### config.mk
export PLATFORM = sky130hd
export DESIGN_NAME = iod_decoder
export DESIGN_NICKNAME = d
export VERILOG_FILES = /design/src/rtl/iod_pkg.sv /design/src/rtl/iod_decoder.sv
export SDC_FILE = /design/constraint.sdc
export NUM_CORES = 1
export LEC_CHECK = 0
export ABC_AREA = 1
export BUFFER_PORTS_ARGS = -buffer_cell sky130_fd_sc_hd__buf_2
export CAP_MARGIN = 0
export CORE_UTILIZATION = 50
export CTS_BUF_LIST = sky130_fd_sc_hd__clkbuf_8
export CTS_CLUSTER_DIAMETER = 200
export DETAILED_ROUTE_END_ITERATION = 8
export PLACE_DENSITY = 0.7
export SLEW_MARGIN = 40
export SYNTH_ARGS = -nofsm -noshare
export SYNTH_HDL_FRONTEND = slang
export SYNTH_SLANG_ARGS = --single-unit
### constraint.sdc
create_clock -name mclk -period 2.9 [get_ports mclk]
set_clock_uncertainty 0.05 [all_clocks]
set_input_delay 0.145 -clock mclk [delete_from_list [all_inputs] [get_ports mclk]]
set_output_delay 0.145 -clock mclk [all_outputs]
set_load 0.02 [all_outputs]
### src/rtl/iod_pkg.sv
// Package with the address map, field masks, reset value and request kinds of the I/O register decoder.
package iod_pkg;

    // ****************************************
    // Address spaces
    // ****************************************
    localparam logic [7:0] IOD_IO_TOP = 8'h3F;
    localparam logic [7:0] IOD_BIT_TOP = 8'h1F;
    localparam logic [7:0] IOD_DS_OFFSET = 8'h20;
    localparam logic [7:0] IOD_DS_TOP = 8'h5F;
    localparam logic [7:0] IOD_EXT_LO = 8'h60;
    localparam int IOD_LOCATIONS = 64;

    // ****************************************
    // Register offsets (I/O addresses)
    // ****************************************
    localparam logic [5:0] ADDR_PORT_B_INPUT_PINS = 6'h03;
    localparam logic [5:0] ADDR_PORT_B_DIRECTION = 6'h04;
    localparam logic [5:0] ADDR_PORT_B_OUTPUT = 6'h05;
    localparam logic [5:0] ADDR_PORT_C_INPUT_PINS = 6'h06;
    localparam logic [5:0] ADDR_PORT_C_DIRECTION = 6'h07;
    localparam logic [5:0] ADDR_PORT_C_OUTPUT = 6'h08;
    localparam logic [5:0] ADDR_PORT_D_INPUT_PINS = 6'h09;
    localparam logic [5:0] ADDR_PORT_D_DIRECTION = 6'h0A;
    localparam logic [5:0] ADDR_PORT_D_OUTPUT = 6'h0B;
    localparam logic [5:0] ADDR_TIMER0_FLAGS = 6'h15;
    localparam logic [5:0] ADDR_TIMER1_FLAGS = 6'h16;
    localparam logic [5:0] ADDR_TIMER2_FLAGS = 6'h17;
    localparam logic [5:0] ADDR_PIN_CHANGE_FLAGS = 6'h1B;
    localparam logic [5:0] ADDR_EXTERNAL_IRQ_FLAGS = 6'h1C;
    localparam logic [5:0] ADDR_EXTERNAL_IRQ_MASK = 6'h1D;
    localparam logic [5:0] ADDR_GENERAL_SCRATCH_0 = 6'h1E;
    localparam logic [5:0] ADDR_NVDATA_CONTROL = 6'h1F;
    localparam logic [5:0] ADDR_NVDATA_DATA = 6'h20;
    localparam logic [5:0] ADDR_NVDATA_ADDRESS_LOW = 6'h21;
    localparam logic [5:0] ADDR_NVDATA_ADDRESS_HIGH = 6'h22;
    localparam logic [5:0] ADDR_GENERAL_TIMER_CONTROL = 6'h23;
    localparam logic [5:0] ADDR_TIMER0_CONTROL_A = 6'h24;
    localparam logic [5:0] ADDR_TIMER0_CONTROL_B = 6'h25;
    localparam logic [5:0] ADDR_TIMER0_COUNT = 6'h26;
    localparam logic [5:0] ADDR_TIMER0_COMPARE_A = 6'h27;
    localparam logic [5:0] ADDR_TIMER0_COMPARE_B = 6'h28;
    localparam logic [5:0] ADDR_GENERAL_SCRATCH_1 = 6'h2A;
    localparam logic [5:0] ADDR_GENERAL_SCRATCH_2 = 6'h2B;
    localparam logic [5:0] ADDR_SERIAL_PORT_CONTROL = 6'h2C;
    localparam logic [5:0] ADDR_SERIAL_PORT_STATUS = 6'h2D;
    localparam logic [5:0] ADDR_SERIAL_PORT_DATA = 6'h2E;
    localparam logic [5:0] ADDR_COMPARATOR_CONTROL_STATUS = 6'h30;
    localparam logic [5:0] ADDR_SLEEP_MODE_CONTROL = 6'h33;
    localparam logic [5:0] ADDR_RESET_CAUSE_STATUS = 6'h34;
    localparam logic [5:0] ADDR_CORE_CONTROL = 6'h35;
    localparam logic [5:0] ADDR_SELF_PROGRAM_CONTROL = 6'h37;

    // ****************************************
    // Field masks and reset value
    // ****************************************
    localparam logic [7:0] MASK_NONE = 8'h00;
    localparam logic [7:0] MASK_FULL = 8'hFF;
    localparam logic [7:0] MASK_PORT_C = 8'h7F;
    localparam logic [7:0] MASK_TIMER_FLAGS = 8'h07;
    localparam logic [7:0] MASK_TIMER1_FLAGS = 8'h27;
    localparam logic [7:0] MASK_PIN_CHANGE_FLAGS = 8'h07;
    localparam logic [7:0] MASK_EXT_IRQ = 8'h03;
    localparam logic [7:0] MASK_NVDATA_CONTROL = 8'h3F;
    localparam logic [7:0] MASK_GENERAL_TIMER_CONTROL = 8'h83;
    localparam logic [7:0] MASK_TIMER0_CONTROL_A = 8'hF3;
    localparam logic [7:0] MASK_TIMER0_CONTROL_B = 8'hCF;
    localparam logic [7:0] MASK_SERIAL_STATUS_WR = 8'h01;
    localparam logic [7:0] MASK_COMPARATOR_WR = 8'hCF;
    localparam logic [7:0] MASK_COMPARATOR_W1C = 8'h10;
    localparam logic [7:0] MASK_LOW_NIBBLE = 8'h0F;
    localparam logic [7:0] MASK_CORE_CONTROL = 8'h13;
    localparam logic [7:0] IOD_RESET_VAL = 8'h00;
    localparam logic [7:0] IOD_BIT_ONE = 8'h01;

    // ****************************************
    // Request kinds
    // ****************************************
    typedef enum logic [2:0] {
        IOD_IO_READ = 3'b000,
        IOD_IO_WRITE = 3'b001,
        IOD_BIT_SET = 3'b010,
        IOD_BIT_CLR = 3'b011,
        IOD_BIT_TEST = 3'b100,
        IOD_DS_READ = 3'b101,
        IOD_DS_WRITE = 3'b110,
        IOD_NOP = 3'b111
    } iod_kind_e;

endpackage

### src/rtl/iod_decoder.sv
// I/O register space decoder: 64 locations, single-bit access, data-space alias and flag handling.
module iod_decoder
    import iod_pkg::*;
(
    // Clock and reset
    input wire logic mclk,
    input wire logic arst_n,
    // Request from the processor core
    input wire logic req_valid,
    input wire iod_kind_e req_kind,
    input wire logic [7:0] req_addr,
    input wire logic [2:0] req_bit,
    input wire logic [7:0] req_wdata,
    // Answer to the processor core
    output logic rsp_valid,
    output logic [7:0] rsp_rdata,
    output logic rsp_bit,
    output logic rsp_refused,
    output logic rsp_ext_sel,
    // Port pins
    input wire logic [7:0] pin_b_in,
    input wire logic [6:0] pin_c_in,
    input wire logic [7:0] pin_d_in,
    // Port controls
    output logic [7:0] port_b_output,
    output logic [7:0] port_b_direction,
    output logic [6:0] port_c_output,
    output logic [6:0] port_c_direction,
    output logic [7:0] port_d_output,
    output logic [7:0] port_d_direction,
    // Peripheral flag events, one-cycle pulses
    input wire logic [7:0] evt_timer0,
    input wire logic [7:0] evt_timer1,
    input wire logic [7:0] evt_timer2,
    input wire logic [7:0] evt_pin_change,
    input wire logic [7:0] evt_ext_irq,
    input wire logic evt_comparator,
    // Interrupt enables for the external lines
    output logic [1:0] external_irq_mask
);

    // ****************************************
    // Address decode functions
    // ****************************************

    // Bits that an ordinary write stores. Reserved locations and bits give zero.
    function automatic logic [7:0] wr_mask(input logic [5:0] a);
        logic [7:0] m;
        m = MASK_NONE;
        if (a == ADDR_PORT_B_DIRECTION || a == ADDR_PORT_B_OUTPUT) begin
            m = MASK_FULL;
        end else if (a == ADDR_PORT_C_DIRECTION || a == ADDR_PORT_C_OUTPUT) begin
            m = MASK_PORT_C;
        end else if (a == ADDR_PORT_D_DIRECTION || a == ADDR_PORT_D_OUTPUT) begin
            m = MASK_FULL;
        end else if (a == ADDR_EXTERNAL_IRQ_MASK) begin
            m = MASK_EXT_IRQ;
        end else if (a == ADDR_NVDATA_CONTROL) begin
            m = MASK_NVDATA_CONTROL;
        end else if (a == ADDR_GENERAL_TIMER_CONTROL) begin
            m = MASK_GENERAL_TIMER_CONTROL;
        end else if (a == ADDR_TIMER0_CONTROL_A) begin
            m = MASK_TIMER0_CONTROL_A;
        end else if (a == ADDR_TIMER0_CONTROL_B) begin
            m = MASK_TIMER0_CONTROL_B;
        end else if (a == ADDR_SERIAL_PORT_STATUS) begin
            m = MASK_SERIAL_STATUS_WR;
        end else if (a == ADDR_COMPARATOR_CONTROL_STATUS) begin
            m = MASK_COMPARATOR_WR;
        end else if (a == ADDR_SLEEP_MODE_CONTROL || a == ADDR_RESET_CAUSE_STATUS) begin
            m = MASK_LOW_NIBBLE;
        end else if (a == ADDR_CORE_CONTROL) begin
            m = MASK_CORE_CONTROL;
        end else if (a == ADDR_GENERAL_SCRATCH_0 || a == ADDR_NVDATA_DATA
                     || a == ADDR_NVDATA_ADDRESS_LOW || a == ADDR_NVDATA_ADDRESS_HIGH
                     || a == ADDR_TIMER0_COUNT || a == ADDR_TIMER0_COMPARE_A
                     || a == ADDR_TIMER0_COMPARE_B || a == ADDR_GENERAL_SCRATCH_1
                     || a == ADDR_GENERAL_SCRATCH_2 || a == ADDR_SERIAL_PORT_CONTROL
                     || a == ADDR_SERIAL_PORT_DATA || a == ADDR_SELF_PROGRAM_CONTROL) begin
            m = MASK_FULL;
        end
        return m;
    endfunction

    // Flag bits that hardware sets and a written one clears.
    function automatic logic [7:0] w1c_mask(input logic [5:0] a);
        logic [7:0] m;
        m = MASK_NONE;
        if (a == ADDR_TIMER0_FLAGS || a == ADDR_TIMER2_FLAGS) begin
            m = MASK_TIMER_FLAGS;
        end else if (a == ADDR_TIMER1_FLAGS) begin
            m = MASK_TIMER1_FLAGS;
        end else if (a == ADDR_PIN_CHANGE_FLAGS) begin
            m = MASK_PIN_CHANGE_FLAGS;
        end else if (a == ADDR_EXTERNAL_IRQ_FLAGS) begin
            m = MASK_EXT_IRQ;
        end else if (a == ADDR_COMPARATOR_CONTROL_STATUS) begin
            m = MASK_COMPARATOR_W1C;
        end
        return m;
    endfunction

    // ****************************************
    // Pin input synchronisers
    // ****************************************
    // Pins change asynchronously, so each passes three flops and the
    // visible value moves only once the second and third stage agree.
    logic [22:0] pin_raw;
    logic [22:0] pin_s1_reg;
    logic [22:0] pin_s2_reg;
    logic [22:0] pin_s3_reg;
    logic [22:0] pin_stable_reg;
    logic [22:0] pin_stable_next;
    logic [22:0] pin_agree;

    assign pin_raw = {pin_d_in, pin_c_in, pin_b_in};
    assign pin_agree = ~(pin_s2_reg ^ pin_s3_reg);
    assign pin_stable_next = (pin_s3_reg & pin_agree) | (pin_stable_reg & ~pin_agree);

    always_ff @(posedge mclk or negedge arst_n) begin
        if (!arst_n) begin
            pin_s1_reg <= '0;
            pin_s2_reg <= '0;
            pin_s3_reg <= '0;
            pin_stable_reg <= '0;
        end else begin
            pin_s1_reg <= pin_raw;
            pin_s2_reg <= pin_s1_reg;
            pin_s3_reg <= pin_s2_reg;
            pin_stable_reg <= pin_stable_next;
        end
    end

    // ****************************************
    // Request decode
    // ****************************************
    logic kind_io;
    logic kind_bit_op;
    logic kind_ds;
    logic kind_write;
    logic io_in_range;
    logic bit_in_range;
    logic ds_in_range;
    logic ext_hit;
    logic accept;
    logic [5:0] loc;
    logic bit_wr;
    logic byte_wr;
    logic [7:0] sel_bits;
    logic [7:0] wr_val;

    assign kind_bit_op = (req_kind == IOD_BIT_SET) || (req_kind == IOD_BIT_CLR)
                         || (req_kind == IOD_BIT_TEST);
    assign kind_io = (req_kind == IOD_IO_READ) || (req_kind == IOD_IO_WRITE) || kind_bit_op;
    assign kind_ds = (req_kind == IOD_DS_READ) || (req_kind == IOD_DS_WRITE);
    assign kind_write = (req_kind == IOD_IO_WRITE) || (req_kind == IOD_DS_WRITE);
    assign io_in_range = req_addr <= IOD_IO_TOP;
    assign bit_in_range = req_addr <= IOD_BIT_TOP;
    assign ds_in_range = (req_addr >= IOD_DS_OFFSET) && (req_addr <= IOD_DS_TOP);
    assign ext_hit = req_valid && kind_ds && (req_addr >= IOD_EXT_LO);
    assign accept = req_valid && (kind_bit_op ? bit_in_range : ((kind_io && io_in_range)
                                                             || (kind_ds && ds_in_range)));
    assign loc = kind_ds ? 6'(req_addr - IOD_DS_OFFSET) : req_addr[5:0];
    assign bit_wr = accept && ((req_kind == IOD_BIT_SET) || (req_kind == IOD_BIT_CLR));
    assign byte_wr = accept && kind_write;
    assign sel_bits = bit_wr ? 8'(IOD_BIT_ONE << req_bit) : MASK_FULL;
    assign wr_val = bit_wr ? ((req_kind == IOD_BIT_SET) ? MASK_FULL : MASK_NONE) : req_wdata;

    // Hardware flag events routed to their location.
    function automatic logic [7:0] evt_for(input logic [5:0] a, input logic [7:0] t0, input logic [7:0] t1,
                                           input logic [7:0] t2, input logic [7:0] pc, input logic [7:0] ei,
                                           input logic ac);
        logic [7:0] e;
        e = MASK_NONE;
        if (a == ADDR_TIMER0_FLAGS) begin
            e = t0;
        end else if (a == ADDR_TIMER1_FLAGS) begin
            e = t1;
        end else if (a == ADDR_TIMER2_FLAGS) begin
            e = t2;
        end else if (a == ADDR_PIN_CHANGE_FLAGS) begin
            e = pc;
        end else if (a == ADDR_EXTERNAL_IRQ_FLAGS) begin
            e = ei;
        end else if (a == ADDR_COMPARATOR_CONTROL_STATUS) begin
            e = {3'b000, ac, 4'b0000};
        end
        return e & w1c_mask(a);
    endfunction

    // ****************************************
    // Register storage
    // ****************************************
    // One byte per location; the mask functions keep reserved ones at zero,
    // so synthesis trims the unused flops away.
    logic [7:0] io_mem [IOD_LOCATIONS];

    for (genvar i = 0; i < IOD_LOCATIONS; i++) begin : g_loc
        logic hit;
        logic [7:0] wm;
        logic [7:0] cm;
        logic [7:0] mem_next;

        assign hit = (bit_wr || byte_wr) && (loc == 6'(i));
        assign wm = hit ? (wr_mask(6'(i)) & sel_bits) : MASK_NONE;
        assign cm = hit ? (w1c_mask(6'(i)) & sel_bits & wr_val) : MASK_NONE;
        // A flag event in the clearing cycle wins over the clear.
        assign mem_next = (((io_mem[i] & ~wm) | (wr_val & wm)) & ~cm)
                          | evt_for(6'(i), evt_timer0, evt_timer1, evt_timer2, evt_pin_change,
                                    evt_ext_irq, evt_comparator);

        always_ff @(posedge mclk or negedge arst_n) begin
            if (!arst_n) begin
                io_mem[i] <= IOD_RESET_VAL;
            end else begin
                io_mem[i] <= mem_next;
            end
        end
    end

    // ****************************************
    // Read path
    // ****************************************
    logic [7:0] pins_at_loc;
    logic [7:0] rd_val;
    logic rd_kind;
    logic rsp_valid_reg;
    logic [7:0] rsp_rdata_reg;
    logic rsp_bit_reg;
    logic rsp_refused_reg;
    logic rsp_ext_sel_reg;
    logic [7:0] rsp_rdata_next;
    logic rsp_bit_next;

    assign pins_at_loc = (loc == ADDR_PORT_B_INPUT_PINS) ? pin_stable_reg[7:0]
                       : (loc == ADDR_PORT_C_INPUT_PINS) ? {1'b0, pin_stable_reg[14:8]}
                       : (loc == ADDR_PORT_D_INPUT_PINS) ? pin_stable_reg[22:15]
                       : MASK_NONE;
    assign rd_val = pins_at_loc | (io_mem[loc] & (wr_mask(loc) | w1c_mask(loc)));
    assign rd_kind = accept && !kind_write && !bit_wr;
    assign rsp_rdata_next = rd_kind ? rd_val : MASK_NONE;
    assign rsp_bit_next = accept && (req_kind == IOD_BIT_TEST) && rd_val[req_bit];

    always_ff @(posedge mclk or negedge arst_n) begin
        if (!arst_n) begin
            rsp_valid_reg <= 1'b0;
            rsp_rdata_reg <= IOD_RESET_VAL;
            rsp_bit_reg <= 1'b0;
            rsp_refused_reg <= 1'b0;
            rsp_ext_sel_reg <= 1'b0;
        end else begin
            rsp_valid_reg <= req_valid && (req_kind != IOD_NOP);
            rsp_rdata_reg <= rsp_rdata_next;
            rsp_bit_reg <= rsp_bit_next;
            rsp_refused_reg <= req_valid && (req_kind != IOD_NOP) && !accept && !ext_hit;
            rsp_ext_sel_reg <= ext_hit;
        end
    end

    // ****************************************
    // Outputs
    // ****************************************
    assign rsp_valid = rsp_valid_reg;
    assign rsp_rdata = rsp_rdata_reg;
    assign rsp_bit = rsp_bit_reg;
    assign rsp_refused = rsp_refused_reg;
    assign rsp_ext_sel = rsp_ext_sel_reg;
    assign port_b_output = io_mem[ADDR_PORT_B_OUTPUT];
    assign port_b_direction = io_mem[ADDR_PORT_B_DIRECTION];
    assign port_c_output = io_mem[ADDR_PORT_C_OUTPUT][6:0];
    assign port_c_direction = io_mem[ADDR_PORT_C_DIRECTION][6:0];
    assign port_d_output = io_mem[ADDR_PORT_D_OUTPUT];
    assign port_d_direction = io_mem[ADDR_PORT_D_DIRECTION];
    assign external_irq_mask = io_mem[ADDR_EXTERNAL_IRQ_MASK][1:0];

endmodule

==> results of run 1 <==
## routing by layer
metal | GRT usage [%] | vias up
met5 | 0 | -
met2 | 43.5 | 520
met3 | 5.95 | 97
met1 | 39.8 | 5304
li1 | - | 5279
met4 | 11.5 | 0
## layout make-up
class / count / area [sq um] / share of cell area, %
Inverter: 90 / 338 / 2.14
Antenna cell: 1 / 2.50 / 0.0158
Sequential cell: 303 / 7580 / 47.9
Timing Repair Buffer: 240 / 1710 / 10.8
Clock buffer: 65 / 895 / 5.66
Multi-Input combinational cell: 1003 / 4710 / 29.8
Clock inverter: 28 / 153 / 0.965
Tap cell: 335 / 419 / 2.65
## worst max-delay path by stage
| stage | cells after the start | start | to |
|---|---|---|---|
| 5_1_grt | 15 | req_kind[2] | flip-flop |
| 4_1_cts | 15 | req_kind[2] | flip-flop |
| 3_5_place_dp | 15 | req_kind[1] | flip-flop |
| 3_3_place_gp | 15 | req_kind[1] | flip-flop |
| 2_1_floorplan | 13 | req_kind[2] | flip-flop |
| 6_report | 15 | req_kind[2] | flip-flop |
## cell usage in the layout (no fill, tap or decap), drive strengths merged, types with 2 or more instances in the layout
master / synthesis / routed
nand2: 505 / 505
dfrtp: 303 / 303
buf: 86 / 191
o21ai: 159 / 159
inv: 90 / 110
nand3: 75 / 75
nor2: 73 / 73
clkbuf: 27 / 65
a21oi: 53 / 53
dlygate4sd3: 0 / 49
a31oi: 40 / 40
maj3: 23 / 23
nand4: 22 / 22
nor3: 20 / 20
mux2: 10 / 10
a22oi: 9 / 9
clkinv: 0 / 4
clkinvlp: 0 / 3
or2: 3 / 3
o211ai: 2 / 2
a22o: 2 / 2
## worst register-to-register path, stage by stage (launching register included)
cell     delay (ps)
dfrtp_1         380
nand2_1          80
o21ai_0         100
o21ai_0         230
buf_4           180
nand3_1          60
nor2_1          290
nand4_1         130
nand2_1          90
inv_1            50
nand4_1          90
nor2_1           70
## metrics by stage
step	hold WS [ps]	cell area (sq um)	instances
after floorplan	-201	13300	1509
after global placement	142	14300	1922
after detailed placement	139	14300	1922
after CTS	0.486	15800	2064
after global routing	50.2	15800	2064
final	15.2	15800	2065
## where the power goes
part	internal (mW)	total (mW)	switching, mW
registers	4.46	4.60	0.138
clock network	2.10	3.80	1.69
logic	0.318	0.922	0.604
## cell families (layout without fill, tap and decap cells)
group                      after synthesis  in the layout  synth area share [%]
other                                    0              1                     0
and+or+nand+nor                        699            699                  21.8
DFF                                    303            303                  57.0
buffers and inverters                  203            423                  7.52
AOI/OAI and AO/OA                      271            271                  11.0
adders and majority gates               23             23                  1.73
muxes                                   10             10                 0.847
==> reports/qor.yml, run 1 <==
status:
  status: "completed"
pwr:
  power_leakage_nw: 7.73
  powerDensity_nw_per_um2: 589
  peakVddDrop_mv: 0.473
  power.total_mw: 9.32
routing:
  wirelength_mm: 37.9
  vias: 11200
  drtPass1Iterations: 6
  wl_per_cell_um: 18.4
  antenna_left: 0
  first_iter_violations: 1136
  route.met2.wl_mm: 16.9
  via_per_inst: 5.42
  wl_met1_mm: 16.3
  highest_layer: "met4"
  drc: 0
  wl_met3_mm: 3.38
timing:
  clock.fmax_ghz: 0.397
  tns_ps: 0
  worst_pin_slew_ps: 850
  rsz0062_at_grt: "false"
  fin_crit_sh_pct: 86.8
  period_needed_ps: 2520
  final_max_slew_viol_count: 0
  hold_violations: 0
  finalSetupViolations: 0
  setup_slack_ps: 383
  max_slew_margin_pct: 43.3
synth:
  ys_seq_elements: 303
  synth-edff-count: 0
  synth_top_area_share_pct: 57.0
  synth-async-reset-ratio_pct: 100
  yosys_warnings: 0
  synth_area_leader_cell: "dfrtp_1"
  ys_top_cells_by_count: "496 x nand2_1, 303 x dfrtp_1, 83 x o21ai_1"
  synth_cells: 1509
  ys_types: 38
  synth-seq-area-share_pct: 57.0
  yosys_most_used_dff: "dfrtp_1"
  syn_area_per_cell_sq_um: 8.81
  yosysMostFrequentCell: "nand2_1"
  syn-cell-area_sq_um: 13300
  synthTopCellsByArea: "dfrtp_1 57%, nand2_1 14%, o21ai_1 3.1%, buf_4 2.9%, o21ai_0 2.9%"
  synth_nets: 1598
placed_design:
  io_buffers: 123
  gp_congestion: 0.967
  hpwl_mm: 26.0
  dp_slack_ps: 302
worst_setup_path:
  arrival_ps: 2870
  worst_path_largest_cell_delay_ps: 560
  critPathLaunchType: "primary input"
  cp_cell_sequence: "dlygate4sd3_1, buf_2, inv_2, nor2_2, inv_2, o21ai_1, inv_2, o211ai_1, nand2_2, nor3_4, inv_2, nand2_1, nand2_1, inv_1, o21ai_0"
  cp-end-kind: "flip-flop"
  reg2regPathDepth: 11
  rr_endpoint: "rsp_bit"
  crit_fanout: 20
  critical_path.top_delay_family: "buffers and inverters"
  crit_type: "in -> reg"
  worst_ep_required_time_ps: 3260
  crit_buf_inv: 7
  cpMostUsedCell: "inv_2"
  regToRegSetupSlack_ps: 1000
  cpMaxStageDelayCell: "inv_1"
floorplan:
  start_util_pct: 51.0
  dieHeight_um: 165
  rows: 59
  die_w_um: 165
  coreArea_sq_um: 26100
  io_pins: 149
  fp.dieArea_sq_um: 27200
final_layout:
  fin_util_pct: 60.7
  area_delta_synth_final_pct: 19.0
  nets: 1777
  fill_cells: 2249
  layout-drive-gt1-share_pct: 18.2
clock_tree:
  path_clk_slew_ps: 60
  cts_setup_buffers: 0
  ctsHtreeMaxLevel: 2
  hold_buffers: 49
  cts_buffers: 50
  cts-root-buf: "clkbuf_8"
  cts_tree: "yes"
  ctsResizeCount: 0
  clk_latency_ps: 590
  cts_buffer_depth: 3
  cts.sink_count: 303
run:
  cap_violations: 0
min_path:
  whs_endpoint: "rsp_bit"
  hp-class: "in -> reg"
  holdPathStages: 4
  hold_start: "req_bit[0]"
global_routing:
  antenna_found_initial: 0
  grt_max_degree: 82
  grt-ovfl-total: 0
  grt_pass1_vias: 10721
  gr-usage-all-layers_pct: 28.6
  grt_pass1_wl_mm: 58.6
Note: power is estimated with default switching activity, not from simulation.
==> run 2: changes to the inputs <==
Settings changed: CORE_UTILIZATION 50 to 45, PLACE_DENSITY 0.7 to unset.
==> run 2 against run 1 <==
Cell count increased by 2.2%. First-iteration DRC count decreased by 16%. Largest power group unchanged. Largest cell class unchanged. Die area increased by 11%.
==> reports/qor.yml, run 2 (synthesis gave the netlist of run 1 again) <==
worst_setup_path:
  critical_path.top_delay_family: "buffers and inverters"
  worst_path_largest_cell_delay_ps: 560  # about the same
  regToRegSetupSlack_ps: 840  # -160 ps
  crit_cells: 15  # unchanged
  cp-end-kind: "flip-flop"
  crit_fanout: 11  # -45%
  rr_endpoint: "rsp_bit"
  worst_ep_required_time_ps: 3370  # +110 ps
  reg2regPathDepth: 11  # unchanged
  critPathLaunch: "req_addr[6]"
  critPathLaunchType: "primary input"
  crit_buf_inv: 6  # -1
  cp_cell_sequence: "dlygate4sd3_1, buf_2, inv_1, o21ai_0, dlygate4sd3_1, inv_1, nand2_1, o211ai_1, nand2_2, nor3_4, inv_2, or2_1, nand2_2, o21ai_1, nand2_1"
  cpMaxStageDelayCell: "dlygate4sd3_1"
  crit_type: "in -> reg"
  arrival_ps: 3200  # +330 ps
final_layout:
  area_delta_synth_final_pct: 19.8
  mostFrequentLayoutCells: "495 x nand2_1, 303 x dfrtp_1, 122 x buf_2"
  multiInputGateArea_sq_um: 4720  # +0.16%
  fin_util_pct: 55.2  # -5.5 points
  nets: 1780  # +0.17%
  regArea_sq_um: 7580  # unchanged
  layout-drive-gt1-share_pct: 18.6  # +0.44 points
  final_area_sq_um: 15900  # +0.64%
  layout.cells.most_common: "nand2_1"
  antennaDiodeCount: 0  # -1
  fill_cells: 2702  # +20%
min_path:
  hp-class: "in -> reg"
  hold_start: "req_bit[0]"
  whs_endpoint: "rsp_bit"
  holdPathStages: 4  # unchanged
clock_tree:
  cts_tree: "yes"
  path_clk_slew_ps: 60  # about the same
  clk_latency_ps: 580  # about the same
  cts.sink_count: 303  # unchanged
  cts-root-buf: "clkbuf_8"
  cts_buffers: 49  # -2.0%
  ctsHtreeMaxLevel: 2  # unchanged
  cts_buffer_depth: 3  # unchanged
routing:
  drc: 0  # unchanged
  wirelength_mm: 39.0  # +2.9%
  wl_per_cell_um: 18.5  # +0.66%
  drtPass1Iterations: 6  # unchanged
  antenna_left: 0  # unchanged
  first_iter_violations: 958  # -16%
  vias: 11054  # -1.3%
  via_per_inst: 5.24  # -3.4%
floorplan:
  fp.dieArea_sq_um: 30200  # +11%
  rows: 62  # +5.1%
  coreArea_sq_um: 28900  # +11%
  die_w_um: 174  # +5.3%
  dieHeight_um: 174  # +5.3%
  start_util_pct: 46.1  # -4.9 points
  io_pins: 149  # unchanged
run:
  cap_violations: 0  # unchanged
timing:
  max_slew_margin_pct: 46.8  # +3.5 points
  tns_ps: 0  # unchanged
  period_needed_ps: 2730  # +211 ps
  clock.fmax_ghz: 0.367  # -7.7%
  finalSetupViolations: 0  # unchanged
  hold_violations: 0  # unchanged
  fin_crit_sh_pct: 94.1  # +7.3 points
  worst_pin_slew_ps: 794  # -56.0 ps
  rsz0062_at_grt: "false"
  setup_slack_ps: 172  # -211 ps
  final_max_slew_viol_count: 0  # unchanged
  whs_ps: 41.6  # +26.4 ps
placed_design:
  gp_congestion: 0.942  # -2.6%
  hpwl_mm: 26.8  # +3.1%
  placed_area_sq_um: 14300  # +0.48%
  io_buffers: 123  # unchanged
  dp_slack_ps: 236  # -66.2 ps
global_routing:
  grt_pass1_vias: 10868  # +1.4%
  grt_max_degree: 92  # +12%
  grt-ovfl-total: 0  # unchanged
  gr-usage-all-layers_pct: 26.3  # -2.2 points
  grt_pass1_wl_mm: 61.5  # +5.1%
  antenna_found_initial: 1  # +1
pwr:
  power_leakage_nw: 7.72  # about the same
  powerDensity_nw_per_um2: 591  # +0.28%
  peakVddDrop_mv: 0.372  # -21%
status:
  status: "completed"
==> run 2: cell count changes in the layout (fill, tap and decap cells not counted), moves of 3 or more <==
cell | before | now
inv_4 | 0 | 3
inv_2 | 12 | 9
inv_1 | 97 | 90
buf_4 | 61 | 65
==> run 2: metal layers <==
metal | GRT usage, % | up-vias | wire, um | share of wire, %
met1 | 37.3 | 5283 | 17800 | 46
met3 | 5.00 | 65 | 2680 | 6.9
met2 | 40.5 | 419 | 17500 | 45
met4 | 9.03 | 2 | 1080 | 2.8
met5 | 0 | - | 10 | 0.026
li1 | - | 5285 | - | -
==> run 2: area by class of cell <==
cell class / instances / share of cell area (%)
Sequential cell: 303 / 47.6
Multi-Input combinational cell: 1003 / 29.7
Timing Repair Buffer: 243 / 10.9
Clock buffer: 65 / 5.62
Tap cell: 384 / 3.02
Inverter: 90 / 2.19
Clock inverter: 21 / 0.935
Timing Repair inverter: 1 / 0.0472
==> run 2: repair_timing <==
action                                  4_1_cts  5_1_grt
endpoints found under the hold margin       129        0
endpoints found under the setup margin        0       65
gates resized for setup                       0       11
buffers inserted                              0        3
hold buffers                                 48        0
==> run 2: per-stage QoR <==
step	power, mW	cells
floorplan	5.17	1509
global placement	5.52	1972
detailed placement	5.54	1972
CTS	9.47	2106
global route	9.79	2110
finish	9.41	2110
==> run 2: worst max path at each step <==
stage / endpoint / slack, ps
5_1_grt: flip-flop / 20
6_report: io_mem[328] / 170
3_3_place_gp: io_mem[289] / 320
3_5_place_dp: flip-flop / 240
4_1_cts: flip-flop / 70
2_1_floorplan: flip-flop / 940
==> run 2: worst register-to-register path, delay by kind of cell (launching register included) <==
| family | cells | cell delay (ps) |
|---|---|---|
| simple gates | 7 | 820 |
| compound gates | 2 | 460 |
| flops | 1 | 380 |
| buf+inv | 2 | 240 |
==> run 2: where the power goes <==
group          switching [mW]  internal (mW)
logic                   0.609          0.322
registers               0.139           4.46
clock network            1.70           2.18
==> run 3: changes to the inputs <==
Settings changed: CTS_CLUSTER_DIAMETER 200 to 30, SETUP_SLACK_MARGIN set to 0.4.
==> run 3 against run 2 <==
Core utilization is 1.1 points higher. Setup slack better by 450 ps. Register-to-register slack worse by 50 ps. Non-clock buffer count is 1 higher. Fmax is 20% higher. Critical path type unchanged. Largest power group is now clock. Highest routed layer is now met4.
==> reports/qor.yml, run 3 (synthesis gave the netlist of run 1 again) <==
status:
  status: "completed"
timing:
  period_needed_ps: 2280  # -445 ps
  max_slew_margin_pct: 46.4  # -0.49 points
  finalSetupViolations: 0  # unchanged
  rsz0062_at_grt: "false"
  clock.fmax_ghz: 0.438  # +20%
  worst_pin_slew_ps: 802  # +7.26 ps
  hold_violations: 0  # unchanged
  fin_crit_sh_pct: 78.7  # -15 points
  final_max_slew_viol_count: 0  # unchanged
  tns_ps: 0  # unchanged
  whs_ps: 58.5  # +16.9 ps
floorplan:
  die_w_um: 174  # unchanged
  io_pins: 149  # unchanged
  rows: 62  # unchanged
  start_util_pct: 46.1  # unchanged
  fp.dieArea_sq_um: 30200  # unchanged
  coreArea_sq_um: 28900  # unchanged
  dieHeight_um: 174  # unchanged
worst_setup_path:
  reg2regPathDepth: 11  # unchanged
  cpMaxStageDelayCell: "dlygate4sd3_1"
  worst_path_largest_cell_delay_ps: 530  # -30 ps
  critical_path.top_delay_family: "simple AND/OR/NAND/NOR gates"
  arrival_ps: 2730  # -470 ps
  crit_type: "in -> reg"
  critPathLaunchType: "primary input"
  crit_cells: 13  # -2
  worst_ep_required_time_ps: 3340  # -30 ps
  cp_cell_sequence: "dlygate4sd3_1, buf_2, inv_1, nand2_1, nor2_1, nor2_1, nor2_1, nand2_2, nor3_4, nand2_2, nand2_1, clkinvlp_4, o21ai_0"
  crit_buf_inv: 4  # -2
  cpMostUsedCell: "nor2_1"
  crit_fanout: 10  # -1
  cp-end-kind: "flip-flop"
routing:
  antenna_left: 0  # unchanged
  wirelength_mm: 39.1  # +0.19%
  drc: 0  # unchanged
  wl_per_cell_um: 18.3  # -0.79%
  drtPass1Iterations: 5  # -1
  via_per_inst: 5.23  # -0.19%
  vias: 11143  # +0.81%
  first_iter_violations: 1086  # +13%
pwr:
  powerDensity_nw_per_um2: 635  # +7.5%
  power_leakage_nw: 7.86  # +1.8%
  peakVddDrop_mv: 0.393  # +5.6%
clock_tree:
  cts_buffer_depth: 3  # unchanged
  clk_latency_ps: 600  # +20 ps
  cts_tree: "yes"
  path_clk_slew_ps: 60  # about the same
  ctsHtreeMaxLevel: 2  # unchanged
  cts-root-buf: "clkbuf_8"
  cts_buffers: 60  # +22%
  cts.sink_count: 303  # unchanged
min_path:
  holdPathStages: 5  # +1
  hp-class: "in -> reg"
placed_design:
  hpwl_mm: 26.8  # unchanged
  io_buffers: 123  # unchanged
  gp_congestion: 0.942  # unchanged
  placed_area_sq_um: 14300  # unchanged
final_layout:
  area_delta_synth_final_pct: 22.2
  nets: 1792  # +0.67%
  layout.cells.most_common: "nand2_1"
  fin_util_pct: 56.3  # +1.1 points
  antennaDiodeCount: 0  # unchanged
  mostFrequentLayoutCells: "496 x nand2_1, 303 x dfrtp_1, 122 x buf_2"
  layout-drive-gt1-share_pct: 19.5  # +0.92 points
  final_area_sq_um: 16200  # +2.1%
global_routing:
  grt_max_degree: 92  # unchanged
  grt_pass1_wl_mm: 61.9  # +0.65%
  antenna_found_initial: 0  # -1
  grt-ovfl-total: 0  # unchanged
  grt_pass1_vias: 11038  # +1.6%
  gr-usage-all-layers_pct: 26.5  # +0.13 points
run:
  cap_violations: 0  # unchanged
[run 3: cell count changes in the layout (fill, tap and decap cells not counted), moves of 2 or more]
cell / before / now
inv_6: 2 / 0
clkinv_4: 0 / 2
clkbuf_8: 65 / 78
bufinv_16: 2 / 6
inv_1: 90 / 87
clkinvlp_4: 3 / 8
dlygate4sd3_1: 48 / 50
inv_4: 3 / 0
inv_2: 9 / 12
[run 3: final timing paths]
path	from	slack [ps]	to
max	req_addr[6]	620	flip-flop
min	req_wdata[2]	60	flip-flop
max reg2reg	flip-flop	790	rsp_bit
min reg2reg	pin_s1_reg[9]	290	pin_s2_reg[9]
max in group asynchronous	arst_n	1810	asynchronous set/reset pin
min in group asynchronous	arst_n	130	asynchronous set/reset pin
[run 3: metrics by stage]
step	cells	total power, mW	setup WS, ps
after floorplan	1509	5.17	938
after CTS	2128	10.4	532
after detailed placement	1972	5.54	236
final	2131	10.3	617
after global placement	1972	5.52	318
after global routing	2131	10.7	464
[run 3: metal layers]
layer  track usage (%)  part of all wire [%]  wire length [um]
met1              37.7                    45             17800
met2              40.8                    45             17600
met3              4.56                   6.5              2530
met4              9.32                   2.9              1140
met5                 0                     0                 0
[run 3: power by group]
group          switching, mW  leakage, nW  internal (mW)
sequential             0.139         3.88           4.47
combinational          0.608         3.27          0.322
clock                   1.85        0.724           2.94
[run 3: final cells by class]
type,instances,area (sq um)
flip-flops and latches,303,7580
multi-input cells,1003,4710
fillers,2675,12600
clock inverters,28,300
well taps,384,480
inverters,90,342
repair inverters,1,7.51
clock buffers,78,1070
repair buffers,244,1750
[run 3: what timing repair did]
item                                    in CTS  in global routing
endpoints found under the hold margin      130                  0
hold buffers                                50                  0
gates resized for setup                      0                  3
setup buffers                                0                  2
endpoints found under the setup margin       0                 19
[run 3: worst register-to-register path, cell delays in order, from the launching register on]
cell,delay [ps]
dfrtp_1,380
nand2_1,70
o21ai_0,90
o21ai_0,390
buf_4,190
nand3_1,60
nor2_1,330
nand4_1,140
nand2_1,90
inv_1,50
nand4_1,90
nor2_1,80
